## config.mk

```make
export PLATFORM = sky130hd
export DESIGN_NAME = rwpm_ctrl
export DESIGN_NICKNAME = d
export VERILOG_FILES = /design/src/logic/rwpm_pkg.sv /design/src/logic/rwpm_dbg_if.sv /design/src/logic/rwpm_ctrl.sv /design/src/logic/rwpm_cmd_gate.sv /design/src/logic/rwpm_pin_edge.sv
export SDC_FILE = /design/constraint.sdc
export NUM_CORES = 1
export LEC_CHECK = 0
export ABC_AREA = 0
export BUFFER_PORTS_ARGS = -buffer_cell sky130_fd_sc_hd__clkbuf_2
export CAP_MARGIN = 20
export CELL_PAD_IN_SITES_DETAIL_PLACEMENT = 0
export CELL_PAD_IN_SITES_GLOBAL_PLACEMENT = 2
export CORE_MARGIN = 5
export CORE_UTILIZATION = 26
export DETAILED_ROUTE_END_ITERATION = 16
export PLACE_DENSITY_LB_ADDON = 0.1
export SLEW_MARGIN = 25
export SYNTH_ARGS = -nofsm -noshare
export SYNTH_HDL_FRONTEND = slang
export SYNTH_SLANG_ARGS = --single-unit
export TNS_END_PERCENT = 30
```

## constraint.sdc

```tcl
create_clock -name clk_sys_i -period 1.9 [get_ports clk_sys_i]
set_input_delay 0.285 -clock clk_sys_i [delete_from_list [all_inputs] [get_ports clk_sys_i]]
set_output_delay 0.285 -clock clk_sys_i [all_outputs]
set_load 0.005 [all_outputs]
```

## src/logic/rwpm_pkg.sv

```systemverilog
// shared constants and types of the run/wait power mode control
package rwpm_pkg;
  // operating modes, binary codes written out
  typedef enum logic [2:0] {
    RWPM_RESET_VEC = 3'h0,  // first cycle after reset release
    RWPM_RUN       = 3'h1,  // normal run, full regulation
    RWPM_LOW_POWER_RUN     = 3'h2,  // low power run, regulator standby
    RWPM_WAIT      = 3'h3,  // processor clock stopped
    RWPM_LOW_POWER_WAIT    = 3'h4,  // wait with regulator standby
    RWPM_BDM       = 3'h5   // active background mode
  } rwpm_mode_t;

  // serial background command codes seen by the gate
  localparam logic [2:0] CMD_MEM      = 3'h0;
  localparam logic [2:0] CMD_MEM_STAT = 3'h1;
  localparam logic [2:0] CMD_BDC_REG  = 3'h2;
  localparam logic [2:0] CMD_BACKGROUND_INSTRUCTION     = 3'h3;
  localparam logic [2:0] CMD_CPU_REG  = 3'h4;
  localparam logic [2:0] CMD_TRACE    = 3'h5;
  localparam logic [2:0] CMD_GO       = 3'h6;

  // reset vector location (high byte first word)
  localparam logic [15:0] RESET_VEC_ADDR = 16'hFFFE;
  // reset value of the debug pin history (idle high)
  localparam logic        PIN_IDLE       = 1'h1;
endpackage : rwpm_pkg

```

## src/logic/rwpm_dbg_if.sv

```systemverilog
// carrier between the mode controller and the command gate
`timescale 1ns/1ps
interface rwpm_dbg_if;
  rwpm_pkg::rwpm_mode_t mode;       // current operating mode
  logic                 cmd_valid;  // command strobe
  logic [2:0]           cmd_code;   // command code
  logic                 acc;        // command accepted
  logic                 err;        // status error, no memory access
  logic                 exec;       // command carried out
  logic                 background_instruction;       // enter background request
  logic                 go;         // resume application request

  modport ctrl (output mode, cmd_valid, cmd_code,
                input  acc, err, exec, background_instruction, go);
  modport gate (input  mode, cmd_valid, cmd_code,
                output acc, err, exec, background_instruction, go);
endinterface : rwpm_dbg_if

```

## src/logic/rwpm_ctrl.sv

```systemverilog
// run, wait, low power and background mode controller
`timescale 1ns/1ps
module rwpm_ctrl #(
  parameter int ADDR_W = 16  // vector address width
) (
  input  wire logic              clk_sys_i,
  input  wire logic              rst_i,
  input  wire logic              por_reset_i,
  input  wire logic              force_reset_i,
  input  wire logic              debug_pin_i,
  input  wire logic              debug_pin_active_i,
  input  wire logic              pm_wr_i,
  input  wire logic              wr_lpr_i,
  input  wire logic              wr_wake_i,
  input  wire logic              wr_partial_powerdown_select_i,
  input  wire logic              low_voltage_detect_enable_i,
  input  wire logic              low_voltage_detect_stop_enable_i,
  input  wire logic              wait_exec_i,
  input  wire logic              background_instruction_instr_i,
  input  wire logic              bdc_bkpt_i,
  input  wire logic              dbg_bkpt_i,
  input  wire logic              irq_req_i,
  input  wire logic              cmd_valid_i,
  input  wire logic [2:0]        cmd_code_i,
  output logic [2:0]             mode_o,
  output logic                   low_power_run_request_o,
  output logic                   low_power_run_status_o,
  output logic                   wake_to_full_regulation_o,
  output logic                   partial_powerdown_select_o,
  output logic                   lvd_force_off_o,
  output logic                   cpu_clk_en_o,
  output logic                   cpu_fetch_en_o,
  output logic                   cpu_mask_clear_o,
  output logic                   stack_start_o,
  output logic                   irq_service_o,
  output logic                   vector_fetch_o,
  output logic [ADDR_W-1:0]      vector_addr_o,
  output logic                   cmd_accept_o,
  output logic                   cmd_exec_o,
  output logic                   cmd_status_err_o
);
  // refuse an address bus too narrow for the vector
  if (ADDR_W < 16) begin : g_chk
    $error("ADDR_W must be at least 16");
  end

  typedef struct packed {
    rwpm_pkg::rwpm_mode_t mode;  // operating mode
    logic low_power_run_request;        // low power run request
    logic low_power_run_status;       // regulator in standby
    logic wake;       // wake to full regulation
    logic partial_powerdown_select;       // partial powerdown select
    logic wait_wake;  // wake bit caught at low power wait entry
    logic vec;        // vector fetch pulse
    logic mask_clr;   // interrupt mask clear pulse
    logic stack;      // stacking start pulse
    logic irq_svc;    // interrupt service pulse
  } rwpm_ctrl_st_t;

  rwpm_ctrl_st_t s;       // registered state
  rwpm_ctrl_st_t next_s;  // next state
  logic          pin_fall;   // debug pin falling edge
  logic          bdm_evt;    // any background entry cause
  logic          lpr_ok;     // request may be set now
  logic          pin_exit;   // active pin edge
  logic          lp_mode;    // regulator standby modes

  rwpm_dbg_if dbg ();

  assign dbg.mode      = s.mode;
  assign dbg.cmd_valid = cmd_valid_i;
  assign dbg.cmd_code  = cmd_code_i;

  // command admission by mode
  rwpm_cmd_gate u_gate (
    .clk_sys_i (clk_sys_i),
    .rst_i     (rst_i),
    .dbg       (dbg.gate)
  );

  // pin edge, only meaningful while debug is active
  rwpm_pin_edge u_edge (
    .clk_sys_i (clk_sys_i),
    .rst_i     (rst_i),
    .pin_i     (debug_pin_i),
    .fall_o    (pin_fall)
  );

  // mode sequencing and control bit updates
  always_comb begin
    next_s          = s;
    next_s.vec      = 1'b0;
    next_s.mask_clr = 1'b0;
    next_s.stack    = 1'b0;
    next_s.irq_svc  = 1'b0;
    bdm_evt  = background_instruction_instr_i || bdc_bkpt_i || dbg_bkpt_i ||
               dbg.background_instruction;
    pin_exit = pin_fall && debug_pin_active_i;
    lp_mode  = s.mode == rwpm_pkg::RWPM_LOW_POWER_RUN ||
               s.mode == rwpm_pkg::RWPM_LOW_POWER_WAIT;
    // both detect enables set keeps the regulator up
    lpr_ok   = !s.partial_powerdown_select && !(low_voltage_detect_enable_i && low_voltage_detect_stop_enable_i) &&
               s.mode != rwpm_pkg::RWPM_BDM;
    // software write to the control bits
    if (pm_wr_i) begin
      next_s.wake = wr_wake_i;
      if (!wr_lpr_i) begin
        next_s.low_power_run_request = 1'b0;
      end else if (lpr_ok) begin
        next_s.low_power_run_request = 1'b1;
      end
      // request bit, existing or new, wins over powerdown
      if (!wr_partial_powerdown_select_i) begin
        next_s.partial_powerdown_select = 1'b0;
      end else if (!s.low_power_run_request && !next_s.low_power_run_request) begin
        next_s.partial_powerdown_select = 1'b1;
      end
    end
    case (s.mode)
      rwpm_pkg::RWPM_RESET_VEC: begin
        // straps sampled in the first clocked cycle
        next_s.vec = 1'b1;
        if ((por_reset_i || force_reset_i) && !debug_pin_i) begin
          next_s.mode = rwpm_pkg::RWPM_BDM;
        end else begin
          next_s.mode = rwpm_pkg::RWPM_RUN;
        end
      end
      rwpm_pkg::RWPM_RUN: begin
        if (bdm_evt) begin
          next_s.mode = rwpm_pkg::RWPM_BDM;
        end else if (irq_req_i) begin
          next_s.irq_svc = 1'b1;
        end else if (wait_exec_i) begin
          next_s.mode     = rwpm_pkg::RWPM_WAIT;
          next_s.mask_clr = 1'b1;
        end else if (next_s.low_power_run_request) begin
          next_s.mode = rwpm_pkg::RWPM_LOW_POWER_RUN;
        end
      end
      rwpm_pkg::RWPM_LOW_POWER_RUN: begin
        if (bdm_evt) begin
          // debugging needs full regulation
          next_s.mode = rwpm_pkg::RWPM_BDM;
          next_s.low_power_run_request  = 1'b0;
        end else if (pin_exit) begin
          next_s.mode = rwpm_pkg::RWPM_RUN;
          next_s.low_power_run_request  = 1'b0;
        end else if (irq_req_i) begin
          next_s.irq_svc = 1'b1;
          if (s.wake) begin
            next_s.mode = rwpm_pkg::RWPM_RUN;
            next_s.low_power_run_request  = 1'b0;
          end
        end else if (wait_exec_i) begin
          next_s.mode      = rwpm_pkg::RWPM_LOW_POWER_WAIT;
          next_s.wait_wake = s.wake;
          next_s.mask_clr  = 1'b1;
        end else if (!next_s.low_power_run_request) begin
          next_s.mode = rwpm_pkg::RWPM_RUN;
        end
      end
      rwpm_pkg::RWPM_WAIT: begin
        if (dbg.background_instruction) begin
          next_s.mode = rwpm_pkg::RWPM_BDM;
        end else if (irq_req_i) begin
          next_s.mode  = rwpm_pkg::RWPM_RUN;
          next_s.stack = 1'b1;
        end
      end
      rwpm_pkg::RWPM_LOW_POWER_WAIT: begin
        if (dbg.background_instruction) begin
          next_s.mode = rwpm_pkg::RWPM_BDM;
          next_s.low_power_run_request  = 1'b0;
        end else if (pin_exit) begin
          next_s.mode = rwpm_pkg::RWPM_RUN;
          next_s.low_power_run_request  = 1'b0;
        end else if (irq_req_i) begin
          next_s.stack = 1'b1;
          if (s.wait_wake) begin
            next_s.mode = rwpm_pkg::RWPM_RUN;
            next_s.low_power_run_request  = 1'b0;
          end else begin
            next_s.mode = rwpm_pkg::RWPM_LOW_POWER_RUN;
          end
        end
      end
      rwpm_pkg::RWPM_BDM: begin
        // request cannot be set here, so resume is normal run
        if (dbg.go) begin
          next_s.mode = rwpm_pkg::RWPM_RUN;
        end
      end
      default: begin
        next_s.mode = rwpm_pkg::RWPM_RESET_VEC;
      end
    endcase
    // status follows the regulator state of the next mode
    next_s.low_power_run_status = next_s.mode == rwpm_pkg::RWPM_LOW_POWER_RUN ||
                  next_s.mode == rwpm_pkg::RWPM_LOW_POWER_WAIT;
  end

  // any reset drops low power and its bits
  always_ff @(posedge clk_sys_i or posedge rst_i) begin
    if (rst_i) begin
      s <= '0;
    end else begin
      s <= next_s;
    end
  end

  // outputs decoded from registered state only
  assign mode_o                     = s.mode;
  assign low_power_run_request_o    = s.low_power_run_request;
  assign low_power_run_status_o     = s.low_power_run_status;
  assign wake_to_full_regulation_o  = s.wake;
  assign partial_powerdown_select_o = s.partial_powerdown_select;
  assign lvd_force_off_o            = s.low_power_run_status;
  assign cpu_clk_en_o     = s.mode != rwpm_pkg::RWPM_WAIT &&
                            s.mode != rwpm_pkg::RWPM_LOW_POWER_WAIT;
  assign cpu_fetch_en_o   = s.mode == rwpm_pkg::RWPM_RUN ||
                            s.mode == rwpm_pkg::RWPM_LOW_POWER_RUN;
  assign cpu_mask_clear_o = s.mask_clr;
  assign stack_start_o    = s.stack;
  assign irq_service_o    = s.irq_svc;
  assign vector_fetch_o   = s.vec;
  assign vector_addr_o    = ADDR_W'(rwpm_pkg::RESET_VEC_ADDR);
  assign cmd_accept_o     = dbg.acc;
  assign cmd_exec_o       = dbg.exec;
  assign cmd_status_err_o = dbg.err;
endmodule : rwpm_ctrl

```

## src/logic/rwpm_cmd_gate.sv

```systemverilog
// background command admission by operating mode
`timescale 1ns/1ps
module rwpm_cmd_gate (
  input  wire logic clk_sys_i,
  input  wire logic rst_i,
  rwpm_dbg_if.gate  dbg
);
  typedef struct packed {
    logic acc;
    logic err;
    logic exec;
    logic background_instruction;
    logic go;
  } rwpm_gate_st_t;

  rwpm_gate_st_t s;       // registered verdict
  rwpm_gate_st_t next_s;  // next verdict
  logic          in_bdm;  // mode decodes
  logic          in_wait;
  logic          in_run;
  logic          status_cmd;

  // decide acceptance from mode and code
  always_comb begin
    in_bdm     = dbg.mode == rwpm_pkg::RWPM_BDM;
    in_wait    = dbg.mode == rwpm_pkg::RWPM_WAIT ||
                 dbg.mode == rwpm_pkg::RWPM_LOW_POWER_WAIT;
    in_run     = dbg.mode == rwpm_pkg::RWPM_RUN ||
                 dbg.mode == rwpm_pkg::RWPM_LOW_POWER_RUN;
    status_cmd = dbg.cmd_code == rwpm_pkg::CMD_MEM_STAT;
    next_s     = '0;
    if (dbg.cmd_valid) begin
      if (in_wait) begin
        // only status reads and enter-background get through
        next_s.acc = status_cmd ||
                     dbg.cmd_code == rwpm_pkg::CMD_BACKGROUND_INSTRUCTION;
        next_s.err = status_cmd;
      end else if (in_bdm) begin
        // everything up to resume is legal here
        next_s.acc = dbg.cmd_code <= rwpm_pkg::CMD_GO;
      end else if (in_run) begin
        // non-intrusive set only while the program runs
        next_s.acc = dbg.cmd_code <= rwpm_pkg::CMD_BACKGROUND_INSTRUCTION;
      end
      next_s.exec = next_s.acc && !next_s.err;
      next_s.background_instruction = next_s.acc && !in_bdm &&
                    dbg.cmd_code == rwpm_pkg::CMD_BACKGROUND_INSTRUCTION;
      next_s.go   = next_s.acc && in_bdm &&
                    dbg.cmd_code == rwpm_pkg::CMD_GO;
    end
  end

  // verdict register, one cycle after the strobe
  always_ff @(posedge clk_sys_i or posedge rst_i) begin
    if (rst_i) begin
      s <= '0;
    end else begin
      s <= next_s;
    end
  end

  assign dbg.acc  = s.acc;
  assign dbg.err  = s.err;
  assign dbg.exec = s.exec;
  assign dbg.background_instruction = s.background_instruction;
  assign dbg.go   = s.go;
endmodule : rwpm_cmd_gate

```

## src/logic/rwpm_pin_edge.sv

```systemverilog
// falling edge detector on the debug pin
`timescale 1ns/1ps
module rwpm_pin_edge (
  input  wire logic clk_sys_i,
  input  wire logic rst_i,
  input  wire logic pin_i,
  output logic      fall_o
);
  typedef struct packed {
    logic prev;  // last pin level
    logic fall;  // registered edge pulse
  } rwpm_edge_st_t;

  rwpm_edge_st_t s;
  rwpm_edge_st_t next_s;

  // compare level with last sample
  always_comb begin
    next_s      = s;
    next_s.prev = pin_i;
    next_s.fall = s.prev && !pin_i;
  end

  // idle-high history so reset release with the pin high is no edge
  always_ff @(posedge clk_sys_i or posedge rst_i) begin
    if (rst_i) begin
      s <= {rwpm_pkg::PIN_IDLE, 1'b0};
    end else begin
      s <= next_s;
    end
  end

  assign fall_o = s.fall;
endmodule : rwpm_pin_edge

```

* Yosys cells after proc, flatten, opt, wreduce, memory -nomap -nowiden
Index checks and enable logic that the tools add are counted.
Cells by class: order comparisons 2, equal/unequal tests 14, muxes and demuxes 50, bitwise operators 3, reduce and logical (&&, ||, !) cells 31
Operators with widths (count):
- 2-to-1 mux 3 bit | 11
- 2-to-1 mux 1 bit | 26
- 2-to-1 mux 4 bit | 6
- case mux 3 bit (6 select lines) | 1
- logical AND 1 bit | 13
- equality test 3 x 2 -> 1 bit, second input constant | 4
- equality test 3 bit, second input constant | 4
- logical OR 1 bit | 8
- case mux 1 bit (2 select lines) | 4
- zero test 1 bit | 7
- equality test 3 x 1 -> 1 bit, second input constant | 2
- != test 3 bit, second input constant | 2
- 2-to-1 mux 5 bit | 1
- AND reduction 5 bit | 1
- less-or-equal comparator 3 x 2 -> 1 bit, second input constant | 1
- less-or-equal comparator 3 bit, second input constant | 1
- zero test 3 bit | 1
- != test 3 x 2 -> 1 bit, second input constant | 1
- inverter 1 bit | 3
- 2-to-1 mux 2 bit | 1
- != test 2 x 1 -> 1 bit, second input constant | 1
- AND reduction 2 bit | 1
Word-level totals: register bits 19, bits of input ports 21, output and inout bits 33, word-level logic and storage cells 117

* Depth between registers and ports, before layout
depth in word-level cells 16, gate-level depth with buffers 7, mapped depth without buffers 5

* By module
From an unflattened synthesis, not the netlist that was laid out.
Second synthesis, totals: cell total of the unflattened synthesis 147, area total of the unflattened synthesis 1287.5 µm²
By module, submodules not included:
- rwpm_ctrl | instances 1, cells an instance 117, area an instance 962.2 µm², seq. area each 300.3 µm²
- rwpm_cmd_gate | instances 1, cells an instance 26, area an instance 256.5 µm², seq. area each 125.1 µm²
- rwpm_pin_edge | instances 1, cells an instance 4, area an instance 68.8 µm², seq. area each 51.3 µm²

* Worst setup path before layout
OpenSTA, ideal clock, no wires.
path kind flip-flop to flip-flop, from reg u_gate.s (netlist bit u_gate.dbg.background_instruction), to reg s (netlist bit low_power_run_status_o), setup time 0.065 ns, arrival time 1.702 ns, required time 1.835 ns, setup slack 0.133 ns, stages on the path, launching flop included 6, period minus slack after synthesis 1.767 ns, cells stage by stage dfrtp_1 -> or4_4 -> or4_4 -> o211ai_2 -> nand3_2 -> o21ba_1
RTL lines:
- from (decl) | line rwpm_cmd_gate.sv:16 | rwpm_gate_st_t s;
- from (signal assigned) | line rwpm_cmd_gate.sv:58 | s <= next_s;
- to (signal assigned) | line rwpm_ctrl.sv:208 | s <= next_s;
- to (decl) | line rwpm_ctrl.sv:60 | rwpm_ctrl_st_t s;

==> summary.md <==
| Metric | Value |
|---|---|
| Initial antenna violation count | 0 |
| Pin count of the biggest net entering global routing | 20 |
| Most instantiated library cell after synthesis | buf_4 |
| Post-Route WL | 3.488 mm |
| Final Hold Violating Endpoints | 0 |
| Synth Cell Area | 0.001234 mm² |
| Critical path class | reg -> reg |
| Net Switching | 230.8 µW |
| Share of layout cells above drive strength 1 | 0.3571 |
| GPL Wtd Cong | 0.7841 |
| Post-Synthesis Cells | 139 |
| Crit path DAT | 2100 ps |
| CTS Buf Count | 3 |
| WP data required | 2110 ps |
| CP Capture Type | flip-flop |
| CTS Hold Bufs | 0 |
| First-pass GRT wire length | 5.471 mm |
| Busiest grt layer | met2 |
| Worst min-delay path category | in -> async |
| Buffers inserted by post-CTS timing repair | 0 |
| Die ar. | 0.006223 mm² |
| Peak supply drop | 0.0001733 V |
| Avg Synthesized Cell Area | 8.875 µm² |
| First-pass iteration count of the detailed router | 4 |
| Final period util | 0.9932 |
| Die Width | 78.89 µm |
| Cell accounting for the most synthesized area | dfrtp_1 |
| P_int | 615.0 µW |
| Seq pwr share | 0.504 |
| Worst Path Max Fanout | 4 |
| Global routing usage on met2 | 0.1817 |
| Area growth, synth to finish | 23.23% |
| Minimum clock period | 1887 ps |
| Status | completed |
| TNS Setup | 0 ps |
| Synth cell count leaders | 20 x buf_4, 18 x dfrtp_1, 11 x nand2_1, 6 x a21oi_1, 6 x nor2_1 |
| Clock power share | 0.357 |
| Cell area after layout | 0.001520 mm² |
| Async SR Flop Fraction | 1.000 |
| Initial core utilization | 0.2647 |
| Global-route met1 utilization | 0.1516 |
| Placed cell area | 0.001466 mm² |
| FF+latch count, synth | 19 |
| F_max | 529.9 MHz |
| Max Cap Viol | 0 |
| Switching Fraction | 0.2729 |
| Nets | 204 |
| Antenna Nets Post-Route | 0 |
| Post-synth EDFFs | 0 |
| H-tree depth | 1 |
| Site row count | 25 |
| Top_reg_cell synth | dfrtp_1 |
| I/O pin count | 54 |
| Via density | 4.695 |
| Initial DRC count | 44 |
| Worst setup SP type | flip-flop |
| GR Overflow Total | 0 |
| Top cells by area, synth | dfrtp_1 37%, buf_4 12%, nand2_1 3.3% |
| Register area share after synthesis | 0.3864 |
| IO Port Bufs | 37 |
| Lkg Pwr | 0.0007365 µW |
| Met3 Use GR | 0.01814 |
| Detailed placement HPWL | 2.704 mm |
| Endpoints failing setup | 0 |
| Die Y | 78.89 µm |
| WL/cell | 14.78 µm |
| GRT Overall Usage | 0.1126 |
| Vias in the first global route | 1075 |
| Clock Tree Buf Depth | 2 |
| Gate power share | 0.139 |
| Core area | 0.004661 mm² |
| Remaining DRCs | 0 |
| Sink Count | 19 |
| Clock transition at path regs | 90 ps |
| Clk root buf | clkbuf_8 |
| Total vias in the final route | 1108 |
| Unrepaired setup endpoints after global routing | true |
| Min Hold Slack | 14.94 ps |
| Final Max Slew Viols | 0 |
| Yosys Warn Count | 0 |
| Skew final | 9.560 ps |
| # diodes | 0 |
| CTS tree | built |
| Clock Latency Late Sink | 270 ps |
| Distinct cells, synth | 44 |
| Top cell type's share of synthesized area | 0.3651 |
| Resize count post-CTS | 0 |
| Power Density | 556.3 mW/mm² |
[cell families after synthesis]
kind of cell    count (synthesis)  share of synthesized area
simple gates                   55                     0.2617
flops                          19                     0.3864
other cells                     2                   0.006087
compound gates                 31                     0.1745
buf+inv                        30                     0.1531
mux                             2                    0.01825
[routing by layer]
| layer | wire length [µm] | vias to the layer above |
|---|---|---|
| li1 | - | 547 |
| met1 | 1557 | 524 |
| met2 | 1707 | 35 |
| met3 | 194 | 2 |
| met4 | 29 | 0 |
| met5 | 0 | - |
[worst max-delay path: stages, from the launching register on]
cell      delay (ps)
dfrtp_1          420
or4_4            470
or4_4            450
o211ai_2         160
nand3_2          100
o21ba_1          230
[flip-flops by register name, indices dropped and copies added (netlist names)]
register	cells
mode_o	3
u_gate.dbg.go	1
low_power_run_status_o	1
stack_start_o	1
irq_service_o	1
u_edge.s	1
u_gate.dbg.acc	1
u_gate.dbg.background_instruction	1
wake_to_full_regulation_o	1
partial_powerdown_select_o	1
s	1
low_power_run_request_o	1
u_edge.fall_o	1
cpu_mask_clear_o	1
u_gate.dbg.exec	1
vector_fetch_o	1
u_gate.dbg.err	1
[final cells by class]
| type | count | area (µm²) |
|---|---|---|
| Timing Repair Buffer | 50 | 282.8 |
| Fill cell | 519 | 3141 |
| Tap cell | 54 | 67.56 |
| Multi-Input combinational cell | 104 | 625.6 |
| Inverter | 5 | 18.77 |
| Clock buffer | 3 | 41.29 |
| Clock inverter | 1 | 5.005 |
| Sequential cell | 19 | 479.2 |
[path summary, 6_finish.rpt]
path                                                    from                     end  slack, ps  cells after the start
setup / recovery           u_gate.dbg.background_instruction  low_power_run_status_o         10                      5
hold / removal                                         rst_i           u_edge.fall_o         10                      3
setup reg to reg           u_gate.dbg.background_instruction  low_power_run_status_o         10                      5
hold reg to reg                                  u_edge.s[1]           u_edge.fall_o        510                      1
max in group asynchronous                              rst_i             u_edge.s[1]       1620                      3
min in group clk_sys_i                           debug_pin_i             u_edge.s[1]        120                      1
[stage by stage]
stage | std cells | utilization | power, µW | setup slack, ps
5_1_grt | 236 | 0.3262 | 889.2 | -39.46
2_1_floorplan | 153 | - | 516.0 | 132.7
3_3_place_gp | 232 | 0.3146 | 552.6 | 1.199
3_5_place_dp | 232 | 0.3146 | 552.5 | -31.41
4_1_cts | 236 | 0.3246 | 861.8 | 3.159
6_report | 236 | 0.3262 | 845.8 | 12.83
[layout by cell type (no fill, tap or decap), types with 3 or more instances in the layout]
cell,synthesis,layout
buf_4,20,13
o21ai_0,5,5
nor3_1,4,4
a211oi_1,5,4
conb_1,2,16
clkbuf_8,0,3
nand2_1,11,11
clkbuf_2,0,37
nor2b_1,4,4
inv_1,4,4
a21oi_1,6,6
nand2b_1,5,5
nand3_1,3,3
dfrtp_1,18,16
and2_1,4,4
nand3b_1,4,4
nor2_1,6,6
[power groups by stage]
stage,Sequential (µW),Combinational [µW],Clock [µW]
2_1_floorplan,432,83.9,0
3_3_place_gp,435,118,0
3_5_place_dp,435,118,0
4_1_cts,427,118,317
5_1_grt,429,134,326
6_report,427,117,302
No activity file was read; power rests on OpenSTA's default activity.
